--- src/logic/cmd_decode_pkg.sv ---
/*
 Shared constants for the command-interface decoder of a low-power DDR
 memory device: command codes, bus and field widths and timing counts.
 Assumes a single 125 MHz system clock for all users.
*/
package cmd_decode_pkg;
  // System clock period in picoseconds (125 MHz)
  localparam int CLK_PERIOD_PS = 8000;
  // Clock-qualification cycles before leaving a stop or exit
  localparam int CLK_QUAL_CYCLES = 2;
  // Power-down exit latency in ns, plain default
  localparam int EXIT_LAT_NS = 8;
  // Exit latency in cycles, rounded up, at least one
  localparam int EXIT_LAT_CYCLES =
    ((EXIT_LAT_NS * 1000 + CLK_PERIOD_PS - 1) / CLK_PERIOD_PS) < 1 ? 1 :
    ((EXIT_LAT_NS * 1000 + CLK_PERIOD_PS - 1) / CLK_PERIOD_PS);
  // Ready wait after clock stop or frequency change
  localparam int READY_WAIT_CYCLES = CLK_QUAL_CYCLES + EXIT_LAT_CYCLES;
  localparam int WAIT_W = 4;

  // Command bus and field widths
  localparam int CA_W = 10;
  localparam int MA_W = 8;
  localparam int OP_W = 8;
  localparam int ROW_W = 13;
  localparam int BANK_W = 3;

  // Decoded command kinds
  typedef enum logic [2:0] {
    CMD_NOP  = 3'h0,
    CMD_MRW  = 3'h1,
    CMD_MRR  = 3'h2,
    CMD_ACT  = 3'h3,
    CMD_DPD  = 3'h4,
    CMD_OTHR = 3'h5,
    CMD_PDN  = 3'h6
  } cmd_kind_e;

  // Device power states seen by the decoder
  typedef enum logic [1:0] {
    ST_NORMAL = 2'h0,
    ST_DEEP_PD = 2'h1,
    ST_WAIT_READY = 2'h2,
    ST_NEED_INIT = 2'h3
  } dev_state_e;
endpackage

--- src/logic/ready_wait_counter.sv ---
/*
 Down-counter that measures the clock-qualification period plus exit
 latency before the command decoder may accept normal commands.
 Assumes the caller pulses start for one cycle on a wait request.
*/
`timescale 1ns/10ps
module ready_wait_counter
  import cmd_decode_pkg::*;
(
  input wire logic clock_in,
  input wire logic rst_b_in,
  input wire logic start_in,
  input wire logic clk_ok_in,
  output logic done_out
);
  logic [WAIT_W-1:0] count_ff;
  logic [WAIT_W-1:0] nxt_count;
  logic busy_ff;
  logic nxt_busy;
  logic finish;

  // Only clean clock cycles count; a bad cycle restarts the wait
  assign finish = busy_ff && clk_ok_in && (count_ff == WAIT_W'(1));
  assign nxt_count = start_in ? WAIT_W'(READY_WAIT_CYCLES) :
    (!clk_ok_in ? WAIT_W'(READY_WAIT_CYCLES) :
    (busy_ff ? count_ff - WAIT_W'(1) : count_ff));
  assign nxt_busy = start_in || (busy_ff && !finish);
  assign done_out = finish;

  // Counter registers
  always_ff @(posedge clock_in) begin
    if (!rst_b_in) begin
      count_ff <= '0;
      busy_ff <= 1'b0;
    end else begin
      count_ff <= nxt_count;
      busy_ff <= nxt_busy;
    end
  end
endmodule

--- src/logic/cmd_decode.sv ---
/*
 Command decoder of a low-power DDR device. Samples chip select and clock
 enable on the rising edge and the ten-bit command/address bus on both clock edges (the
 falling-edge half is presented by the pad logic as ca_fall_in) and
 reports decoded commands, fields and readiness.
 Assumes pins arrive from outside the clock domain and are synchronised
 here; clk_ok_in flags that the current period met its high/low limits.
*/
`timescale 1ns/10ps
// Functional notes
// Controller may start initialization any time after the post-exit point.
// Clock may stop in deep power-down; two stable cycles needed before exit.
// During frequency change only refresh operations may be executing.
// Activates and precharges complete before a clock-enable-low change.
// Original clock frequency kept two cycles after clock enable falls.
// Two in-limit clock cycles precede clock enable rising again.
// Stopped clock parks true low, complement high; only refresh runs.
// All accesses and recoveries finish before a clock-enable-high change.
// Chip select stays high throughout a clock-enable-high frequency change.
// After such a change, ready after two good periods plus exit latency.
// Chip select stays high for the whole clock-enable-high clock stop.
// After a restarted clock, ready after two good periods plus latency.
// Mode register writes may be needed after a rate change.
// No-operation only when clock enable is equal in cycles N-1 and N.
// No-operation is chip select high, or low with bits 0-2 high.
// No-operation never aborts an operation in progress.
// Unspecified operation is illegal; recovery needs re-initialization.
// Mode register write/read decode with address and data fields.
// Activate decode with row and bank fields from both edges.
// Commands come from chip select, bits 0-3 and clock enable.
// Deep power-down exit needs enable and select high, then re-init.
module cmd_decode
  import cmd_decode_pkg::*;
(
  input wire logic clock_in,
  input wire logic rst_b_in,
  input wire logic cke_in,
  input wire logic cs_b_in,
  input wire logic [CA_W-1:0] ca_rise_in,
  input wire logic [CA_W-1:0] ca_fall_in,
  input wire logic clk_ok_in,
  input wire logic init_done_in,
  input wire logic op_busy_in,
  output logic cmd_valid_out,
  output cmd_kind_e cmd_kind_out,
  output logic [MA_W-1:0] mr_addr_out,
  output logic [OP_W-1:0] mr_data_out,
  output logic [ROW_W-1:0] row_out,
  output logic [BANK_W-1:0] bank_out,
  output logic ready_out,
  output logic need_init_out,
  output logic illegal_out,
  output logic op_hold_out
);
  // Two-stage synchronisers for all pin inputs
  logic cke_s1_ff, cke_s2_ff, cs_s1_ff, cs_s2_ff, ok_s1_ff, ok_s2_ff;
  logic [CA_W-1:0] car_s1_ff, car_s2_ff, caf_s1_ff, caf_s2_ff;
  logic cke_prev_ff;
  logic clk_ok_cnt_ok_ff;
  logic [1:0] good_cnt_ff;
  logic [1:0] nxt_good_cnt;
  dev_state_e state_ff, nxt_state;
  logic cmd_valid_ff;
  cmd_kind_e kind_ff;
  logic [MA_W-1:0] ma_ff;
  logic [OP_W-1:0] op_ff;
  logic [ROW_W-1:0] row_ff;
  logic [BANK_W-1:0] bank_ff;
  logic illegal_ff, nxt_illegal;
  logic wait_start, wait_done;

  always_ff @(posedge clock_in) begin
    if (!rst_b_in) begin
      // Enable rests at its idle high level, so no false rise after reset
      cke_s1_ff <= 1'b1;
      cke_s2_ff <= 1'b1;
      cs_s1_ff <= 1'b1;
      cs_s2_ff <= 1'b1;
      ok_s1_ff <= 1'b0;
      ok_s2_ff <= 1'b0;
      car_s1_ff <= '0;
      car_s2_ff <= '0;
      caf_s1_ff <= '0;
      caf_s2_ff <= '0;
    end else begin
      cke_s1_ff <= cke_in;
      cke_s2_ff <= cke_s1_ff;
      cs_s1_ff <= cs_b_in;
      cs_s2_ff <= cs_s1_ff;
      ok_s1_ff <= clk_ok_in;
      ok_s2_ff <= ok_s1_ff;
      car_s1_ff <= ca_rise_in;
      car_s2_ff <= car_s1_ff;
      caf_s1_ff <= ca_fall_in;
      caf_s2_ff <= caf_s1_ff;
    end
  end

  // Command classification from select, bits 0-3 and enable
  logic cke_both, cke_fall, cke_rise;
  logic is_nop, is_mrw, is_mrr, is_act, is_dpd, is_pdn;
  assign cke_both = cke_prev_ff && cke_s2_ff;
  assign cke_fall = cke_prev_ff && !cke_s2_ff;
  assign cke_rise = !cke_prev_ff && cke_s2_ff;
  // Either encoding counts, never while enable is changing
  assign is_nop = cke_both && (cs_s2_ff ||
    (car_s2_ff[2:0] == 3'h7));
  assign is_mrw = cke_both && !cs_s2_ff &&
    (car_s2_ff[3:0] == 4'h0);
  assign is_mrr = cke_both && !cs_s2_ff &&
    (car_s2_ff[3:0] == 4'h8);
  assign is_act = cke_both && !cs_s2_ff &&
    (car_s2_ff[1:0] == 2'h2);
  assign is_dpd = cke_fall && !cs_s2_ff &&
    (car_s2_ff[2:0] == 3'h3);
  assign is_pdn = cke_fall && cs_s2_ff;

  // Two good clock periods are needed before enable may rise
  assign nxt_good_cnt = !ok_s2_ff ? 2'h0 :
    (good_cnt_ff == 2'(CLK_QUAL_CYCLES) ? good_cnt_ff :
    good_cnt_ff + 2'h1);

  // Enable rising without qualified clock, or a clock-enable-high
  // stop with select low, is an unspecified operation
  logic bad_exit, bad_stop_cs, bad_busy_stop;
  assign bad_exit = cke_rise &&
    (good_cnt_ff != 2'(CLK_QUAL_CYCLES));
  assign bad_stop_cs = cke_s2_ff && !ok_s2_ff && !cs_s2_ff;
  assign bad_busy_stop = !ok_s2_ff && op_busy_in;

  // Power state sequencing
  always_comb begin
    nxt_state = state_ff;
    nxt_illegal = illegal_ff;
    wait_start = 1'b0;
    unique case (state_ff)
      ST_NORMAL: begin
        if (is_dpd) begin
          nxt_state = ST_DEEP_PD;
        end else if (cke_s2_ff && !ok_s2_ff) begin
          nxt_state = ST_WAIT_READY;
        end
      end
      ST_DEEP_PD: begin
        // Exit needs enable and select high with a good clock
        if (cke_rise && cs_s2_ff && !bad_exit) begin
          nxt_state = ST_NEED_INIT;
        end
      end
      ST_WAIT_READY: begin
        if (ok_s2_ff && good_cnt_ff == 2'h0) begin
          wait_start = 1'b1;
        end
        if (wait_done) begin
          nxt_state = ST_NORMAL;
        end
      end
      ST_NEED_INIT: begin
        // Re-initialization clears the illegal condition
        if (init_done_in) begin
          nxt_state = ST_NORMAL;
          nxt_illegal = 1'b0;
        end
      end
    endcase
    // An illegal event forces re-initialization before any command
    if (illegal_ff && (state_ff inside {ST_NORMAL, ST_WAIT_READY})) begin
      nxt_state = ST_NEED_INIT;
    end
    if (bad_exit || bad_stop_cs || bad_busy_stop) begin
      nxt_illegal = 1'b1;
    end
  end

  // Decoded command and field registers
  always_ff @(posedge clock_in) begin
    if (!rst_b_in) begin
      cke_prev_ff <= 1'b1;
      good_cnt_ff <= 2'h0;
      clk_ok_cnt_ok_ff <= 1'b0;
      state_ff <= ST_NEED_INIT;
      illegal_ff <= 1'b0;
      cmd_valid_ff <= 1'b0;
      kind_ff <= CMD_NOP;
      ma_ff <= '0;
      op_ff <= '0;
      row_ff <= '0;
      bank_ff <= '0;
    end else begin
      cke_prev_ff <= cke_s2_ff;
      good_cnt_ff <= nxt_good_cnt;
      clk_ok_cnt_ok_ff <= ok_s2_ff;
      state_ff <= nxt_state;
      illegal_ff <= nxt_illegal;
      cmd_valid_ff <= (state_ff == ST_NORMAL) && !illegal_ff && !is_nop &&
        (is_mrw || is_mrr || is_act || is_dpd || is_pdn);
      kind_ff <= is_nop ? CMD_NOP : is_mrw ? CMD_MRW :
        is_mrr ? CMD_MRR : is_act ? CMD_ACT : is_dpd ? CMD_DPD :
        is_pdn ? CMD_PDN : CMD_OTHR;
      if (is_mrw || is_mrr) begin
        ma_ff <= {caf_s2_ff[1:0], car_s2_ff[9:4]};
        op_ff <= caf_s2_ff[9:2];
      end
      if (is_act) begin
        row_ff <= {car_s2_ff[6:2], caf_s2_ff[7:0]};
        bank_ff <= car_s2_ff[9:7];
      end
    end
  end

  ready_wait_counter u_wait (
    .clock_in(clock_in),
    .rst_b_in(rst_b_in),
    .start_in(wait_start),
    .clk_ok_in(ok_s2_ff),
    .done_out(wait_done)
  );

  // Outputs; busy work survives a no-operation untouched
  assign cmd_valid_out = cmd_valid_ff;
  assign cmd_kind_out = kind_ff;
  assign mr_addr_out = ma_ff;
  assign mr_data_out = op_ff;
  assign row_out = row_ff;
  assign bank_out = bank_ff;
  assign ready_out = (state_ff == ST_NORMAL) && !illegal_ff;
  assign need_init_out = (state_ff == ST_NEED_INIT) || illegal_ff;
  assign illegal_out = illegal_ff;
  assign op_hold_out = op_busy_in && clk_ok_cnt_ok_ff;
endmodule

--- config.mk ---
export PLATFORM = sky130hd
export DESIGN_NAME = cmd_decode
export DESIGN_NICKNAME = d
export VERILOG_FILES = /design/src/logic/cmd_decode_pkg.sv /design/src/logic/ready_wait_counter.sv /design/src/logic/cmd_decode.sv
export SDC_FILE = /design/constraint.sdc
export NUM_CORES = 1
export LEC_CHECK = 0
export BUFFER_PORTS_ARGS = -buffer_cell sky130_fd_sc_hd__buf_2
export CORE_MARGIN = 4
export CORE_UTILIZATION = 35
export DETAILED_ROUTE_END_ITERATION = 10
export PLACE_DENSITY_LB_ADDON = 0.2
export SKIP_LAST_GASP = 1
export SYNTH_ARGS = -nofsm -noshare
export SYNTH_HDL_FRONTEND = slang
export SYNTH_HIERARCHICAL = 1
export SYNTH_SLANG_ARGS = --single-unit
--- constraint.sdc ---
create_clock -name clock_in -period 1.6 [get_ports clock_in]
set_input_delay 0.08 -clock clock_in [delete_from_list [all_inputs] [get_ports clock_in]]
set_output_delay 0.08 -clock clock_in [all_outputs]
set_load 0.02 [all_outputs]
==> run summary, run 1 <==
Outcome - complete, no violations
Clock Path Buffers - 2
First-pass detailed-route iteration total - 5
Ratio of cells with drive above 1 in the final layout - 0.231
Reg2reg start - u_wait/count_ff[1]
Vias in the first global route - 2474
Hold/Removal Path Class - input port to register
Avg Inst Size Synth - 10.1 um2
Final worst-path cycle share - 0.900
Max Slew Vio Count - 0
Chip width - 107 um
Crit path launch type - register
CP Max Fanout - 5
Mapped Cells - 338
DR vias/cell - 4.58
DRC - 0
# Max-Cap Violations - 0
Iter 0 DRT Violations - 95
Register area share after synthesis - 0.552
Crit path from - illegal_out
CTS Buf Count - 9
Diode count - 0
CTS H-tree depth - 3
Final setup violation count - 0
Area grow syn2layout - 27.1%
Total Routing Usage GR - 0.134
Port Buffers - 66
Post-Syn Area - 3410 um2
Fill count - 951
CTS tree - built
Core region area - 9370 um2
Syn Nets - 369
Vias - 2569
Root buf cell - clkbuf_8
Hold Vio Cnt, Final - 0
RSZ-0062 raised after global routing - false
Clock slew at reported path FFs - 100 ps
Number of antenna violations at the first check in global routing - 0
# IOs - 67
Arr. time, crit path - 1360 ps
Clock sinks - 94
Nets - 458
Yosys Warn Count - 6
Die Y - 107 um
Grt ovf - 0
First-pass GRT wire length - 12.3 mm
Register area - 1880 um2
HPWL Detailed - 5.02 mm
CP endpoint kind - output port
Hold WS - 76.9 ps
Total wire length - 7.40 mm
Fin Setup TNS - 0 ps
Pwr dens - 987 nW/um2
DR WL/cell - 13.2 um
Register bit total from synthesis - 94
Cell leakage power - 1.81 nW
Achievable Freq - 694 MHz
Largest net degree at the start of global routing - 52
Clock Skew - 14.1 ps
Starting Density - 0.364
Row count - 35
Clk Latency, worst-skew pair - 360 ps
Slew margin rel. - 0.645
Multi-input gate area - 1380 um2
Final min period - 1440 ps
Area of the die - 11400 um2
Distinct cells, synth - 49
Placer congestion estimate - 0.722
Tot Pwr - 4.28 mW
Hold path start - rst_b_in
Worst path required time - 1520 ps
Worst Tran Pin Value - 533 ps
Crit Path Category - register to output port
VDD IR max - 0.456 mV
Final ANT Viol Nets - 0
==> worst paths after layout <==
path / to / slack, ps / depth (start not counted)
worst min-delay path: u_wait/count_ff[0] / 80 / 2
worst min register to register: cke_s2_ff / 410 / 1
worst max-delay path: ready_out / 160 / 3
worst max register to register: state_ff[1] / 180 / 6
==> stage by stage <==
step           setup WS [ps]  cell area (um2)  utilization  std cells
2_1_floorplan            203             3410            -        338
3_3_place_gp             182             3900        0.416        521
3_5_place_dp             163             3900        0.416        521
4_1_cts                  125             4330        0.462        561
5_1_grt                 21.7             4340        0.463        561
6_report                 160             4340        0.463        561
==> sequential cells by signal (all words and copies together), names as in the netlist, 2 cells and up <==
name             count
row_out             13
good_cnt_ff          2
mr_addr_out          8
caf_s2_ff           10
cmd_kind_out         3
bank_out             3
mr_data_out          8
caf_s1_ff           10
car_s1_ff           10
u_wait/count_ff      4
state_ff             2
car_s2_ff           10
==> per-layer routing <==
layer  vias up  part of all wire  global-route usage
li1       1333                 -                   -
met1      1168              0.51               0.194
met2        57              0.43               0.193
met3        11             0.049              0.0355
met4         0             0.013              0.0466
met5         -                 0                   0
==> cell type report <==
| type | count | share of cell area |
|---|---|---|
| Inverter | 11 | 0.00952 |
| Tap cell | 129 | 0.0372 |
| Clock inverter | 7 | 0.0153 |
| Sequential cell | 94 | 0.434 |
| Clock buffer | 9 | 0.0286 |
| Multi-Input combinational cell | 209 | 0.317 |
| Timing Repair Buffer | 102 | 0.158 |
==> critical path: stages (launching register included) <==
cell and delay [ps]:
dfxtp_1 370, or3_1 420, inv_1 60, buf_2 150
==> power breakdown <==
part           leakage [nW]  internal [mW]  switching [mW]
Sequential            0.770           2.41          0.0481
Combinational         0.945          0.171           0.160
Clock                0.0949          0.600           0.886
==> cells in the mapped netlist (all sizes together) <==
cell type / n / share of area
ha: 4 / 0.015
a222oi: 1 / 0.0029
nor3: 1 / 0.0015
a21o: 1 / 0.0022
dfxtp: 94 / 0.55
clkbuf: 15 / 0.017
o22ai: 1 / 0.0018
nor4b: 2 / 0.0095
o21ai: 34 / 0.050
nand4bb: 2 / 0.0081
nand2b: 7 / 0.013
and3b: 1 / 0.0026
a21boi: 32 / 0.070
or2: 1 / 0.0018
xor2: 2 / 0.0051
nand4b: 1 / 0.0026
o31ai: 1 / 0.0022
a21oi: 2 / 0.0029
o21a: 1 / 0.0022
nand2: 6 / 0.0066
nor3b: 1 / 0.0022
o31a: 1 / 0.0026
o211ai: 1 / 0.0022
a2bb2oi: 1 / 0.0026
nor2: 5 / 0.0062
and2: 43 / 0.079
a221o: 1 / 0.0029
o41ai: 1 / 0.0026
nand3: 36 / 0.053
nand3b: 3 / 0.0066
inv: 11 / 0.012
nor2b: 4 / 0.0073
a21bo: 2 / 0.0059
o41a: 2 / 0.0066
a211oi: 1 / 0.0022
buf: 9 / 0.018
and4b: 1 / 0.0029
or3: 1 / 0.0018
mux2i: 3 / 0.0088
o32ai: 1 / 0.0026
and4bb: 1 / 0.0037
==> cells by family after synthesis <==
logic type	share of synthesized area
simple gates	0.208
flops	0.552
xor+xnor	0.00513
buf+inv	0.0473
mux	0.00880
fa+ha+maj	0.0147
compound gates	0.165
==> what timing repair did <==
action,4_1_cts,5_1_grt
endpoints found under the setup margin,0,1
resized for setup,0,1
hold endpoints to repair,24,0
buffers inserted,0,0
hold buffers,24,0
==> cells in the final DEF, fill, tap and decap left out, types with 2 or more instances in the layout <==
master / count
o21ai_0: 33
xor2_1: 2
mux2i_1: 3
a21boi_0: 2
inv_6: 2
ha_1: 4
dfxtp_1: 94
inv_1: 11
nand2b_1: 7
a21boi_1: 30
nand2_1: 6
buf_12: 2
nand3b_1: 3
clkbuf_8: 9
nor2b_1: 4
o41a_1: 2
a21bo_2: 2
and2_1: 43
nor2_1: 4
a21oi_1: 2
dlygate4sd3_1: 24
nand3_1: 36
buf_4: 10
buf_2: 66
No activity file was read; power rests on OpenSTA's default activity.
==> run 2, diff against run 1 <==
Settings changed: CORE_ASPECT_RATIO from default to 0.9.
Clock period 1.6 ns to 1.5 ns, I/O delays scaled along.
==> run summary, run 2 (same netlist as run 1, synthesis figures left out) <==
Cell leakage power - 1.84 nW (+1.8%)
Clock Path Buffers - 2 (unchanged)
Tot Pwr - 4.75 mW (+11%)
Crit path launch type - register
Clock slew at reported path FFs - 90 ps (about the same)
# Max-Cap Violations - 0 (unchanged)
HPWL Detailed - 5.21 mm (+3.7%)
Core region area - 9290 um2 (-0.87%)
Worst path required time - 1740 ps (+220 ps)
Largest net degree at the start of global routing - 38 (-27%)
Total Routing Usage GR - 0.136 (+0.00164)
Port Buffers - 66 (unchanged)
Outcome - complete, no violations
Clock Skew - 16.5 ps (+2.33 ps)
Multi-input gate area - 1380 um2 (+0.36%)
Iter 0 DRT Violations - 138 (+45%)
Root buf cell - clkbuf_8
CP Max Fanout - 2 (-3)
Clock sinks - 94 (unchanged)
DR WL/cell - 13.4 um (+1.9%)
Commonest non-fill, non-tap cell in the layout - dfxtp_1
Crit Path Category - register to register
DR vias/cell - 4.65 (+1.6%)
R2r setup slk - 60 ps (-120 ps)
CTS tree - built
Crit path from - u_wait/count_ff[1]
CP endpoint kind - register
Ratio of cells with drive above 1 in the final layout - 0.261 (+0.0294)
Row count - 33 (-5.7%)
Pwr dens - 1080 nW/um2 (+9.8%)
Area grow syn2layout - 28.6%
Grt ovf - 0 (unchanged)
Placed insts - 518 (-0.58%)
Vias - 2600 (+1.2%)
Worst setup endpoint - state_ff[1]
Placer congestion estimate - 0.739 (+2.4%)
CTS Buf Count - 9 (unchanged)
Most frequent cells in the layout - 91 x dfxtp_1, 66 x buf_2, 43 x and2_1, 36 x nand3_1, 33 x o21ai_0
First-pass GRT wire length - 12.4 mm (+0.28%)
Area of the die - 11400 um2 (about the same)
Slew margin rel. - 0.794 (+0.150)
First-pass detailed-route iteration total - 5 (unchanged)
Reg2reg start - u_wait/count_ff[1]
Chip width - 112 um (+5.0%)
Critical R2R Capture - state_ff[1]
Worst Tran Pin Value - 309 ps (-224 ps)
Nets - 463 (+1.1%)
Final ANT Viol Nets - 0 (unchanged)
Number of antenna violations at the first check in global routing - 0 (unchanged)
Arr. time, crit path - 1680 ps (+320 ps)
Final worst-path cycle share - 0.959
VDD IR max - 0.495 mV (+8.6%)
Setup WS post-layout - 62.0 ps (-97.7 ps)
DRC - 0 (unchanged)
Max reg flops - 13 (unchanged)
Crit-path max cell delay - 330 ps (-90 ps)
Diode count - 0 (unchanged)
Max Slew Vio Count - 0 (unchanged)
Reg2Reg Depth - 6 (unchanged)
Crit-path slowest cell - dfxtp_2
Die Y - 102 um (-4.7%)
Fin cells - 559 (-0.36%)
Hold Vio Cnt, Final - 0 (unchanged)
CTS H-tree depth - 3 (unchanged)
# IOs - 67 (unchanged)
Final min period - 1440 ps
Register area - 1890 um2 (+0.20%)
Total wire length - 7.52 mm (+1.5%)
Pre-CTS worst setup slack - 30.2 ps (-133 ps)
Vias in the first global route - 2473 (-0.040%)
CP Cell Sequence - inv_2, ha_2, nand2_2, nor4b_2, mux2i_1, a221o_1
Hold/Removal Path Class - input port to register
Fill count - 896 (-5.8%)
Final setup violation count - 0 (unchanged)
Starting Density - 0.367 (+0.00319)
Achievable Freq - 695 MHz
Clk Latency, worst-skew pair - 350 ps (about the same)
==> run 2: cell count changes in the layout (fill, tap and decap cells not counted), moves of 2 or more <==
cell,change
buf_4,+7
dfxtp_1,-3
dfxtp_2,+3
inv_1,-2
==> run 2: routing by layer <==
layer  part of all wire  global-route usage  vias up
li1                   -                   -     1343
met1               0.51               0.192     1184
met2               0.44               0.205       66
met3              0.043              0.0346        7
met4              0.012              0.0444        0
met5                  0                   0        -
==> run 2: final cells by class <==
| type | instances | area share |
|---|---|---|
| repair buffers | 107 | 0.161 |
| clock inverters | 6 | 0.0177 |
| well taps | 122 | 0.0348 |
| clock buffers | 10 | 0.0314 |
| multi-input cells | 209 | 0.315 |
| inverters | 11 | 0.0103 |
| flip-flops and latches | 94 | 0.430 |
==> run 2: critical path, delay by kind of cell (launching register included) <==
family	cells	cell delay [ps]
multiplexers	1	100
AND/OR/NAND/NOR	2	350
flip-flops	1	330
AO/OA/AOI/OAI	1	310
adder cells (fa/ha/maj)	1	180
buffers and inverters	1	60
==> run 2: repair_timing <==
item | 4_1_cts | 5_1_grt
buffers inserted | 0 | 2
gates cloned | 0 | 0
hold endpoints to repair | 23 | 0
hold buffers | 23 | 0
resized for setup | 1 | 8
endpoints found under the setup margin | 1 | 18
pin swaps | 0 | 2
==> run 2: worst min-delay path by stage <==
stage | startpoint | endpoint | slack (ps) | depth (start not counted)
floorplan | cke_in | cke_s1_ff | 180 | 1
global placement | cke_in | cke_s1_ff | 260 | 2
detailed placement | cke_in | cke_s1_ff | 260 | 2
CTS | op_busy_in | illegal_out | 8 | 3
global route | op_busy_in | illegal_out | 30 | 3
finish | op_busy_in | illegal_out | 20 | 3
==> run 2: per-stage QoR <==
stage,setup TNS (ps),hold slack [ps],utilization,instance area [um2]
detailed placement,0,261,0.419,3890
floorplan,0,176,-,3410
finish,0,20.2,0.472,4390
CTS,0,8.22,0.468,4350
global placement,0,256,0.419,3890
global route,-21.3,32.6,0.472,4390
==> run 2: power breakdown <==
part           switching [mW]  internal [mW]
Clock                   0.917          0.849
Sequential             0.0505           2.58
Combinational           0.175          0.188
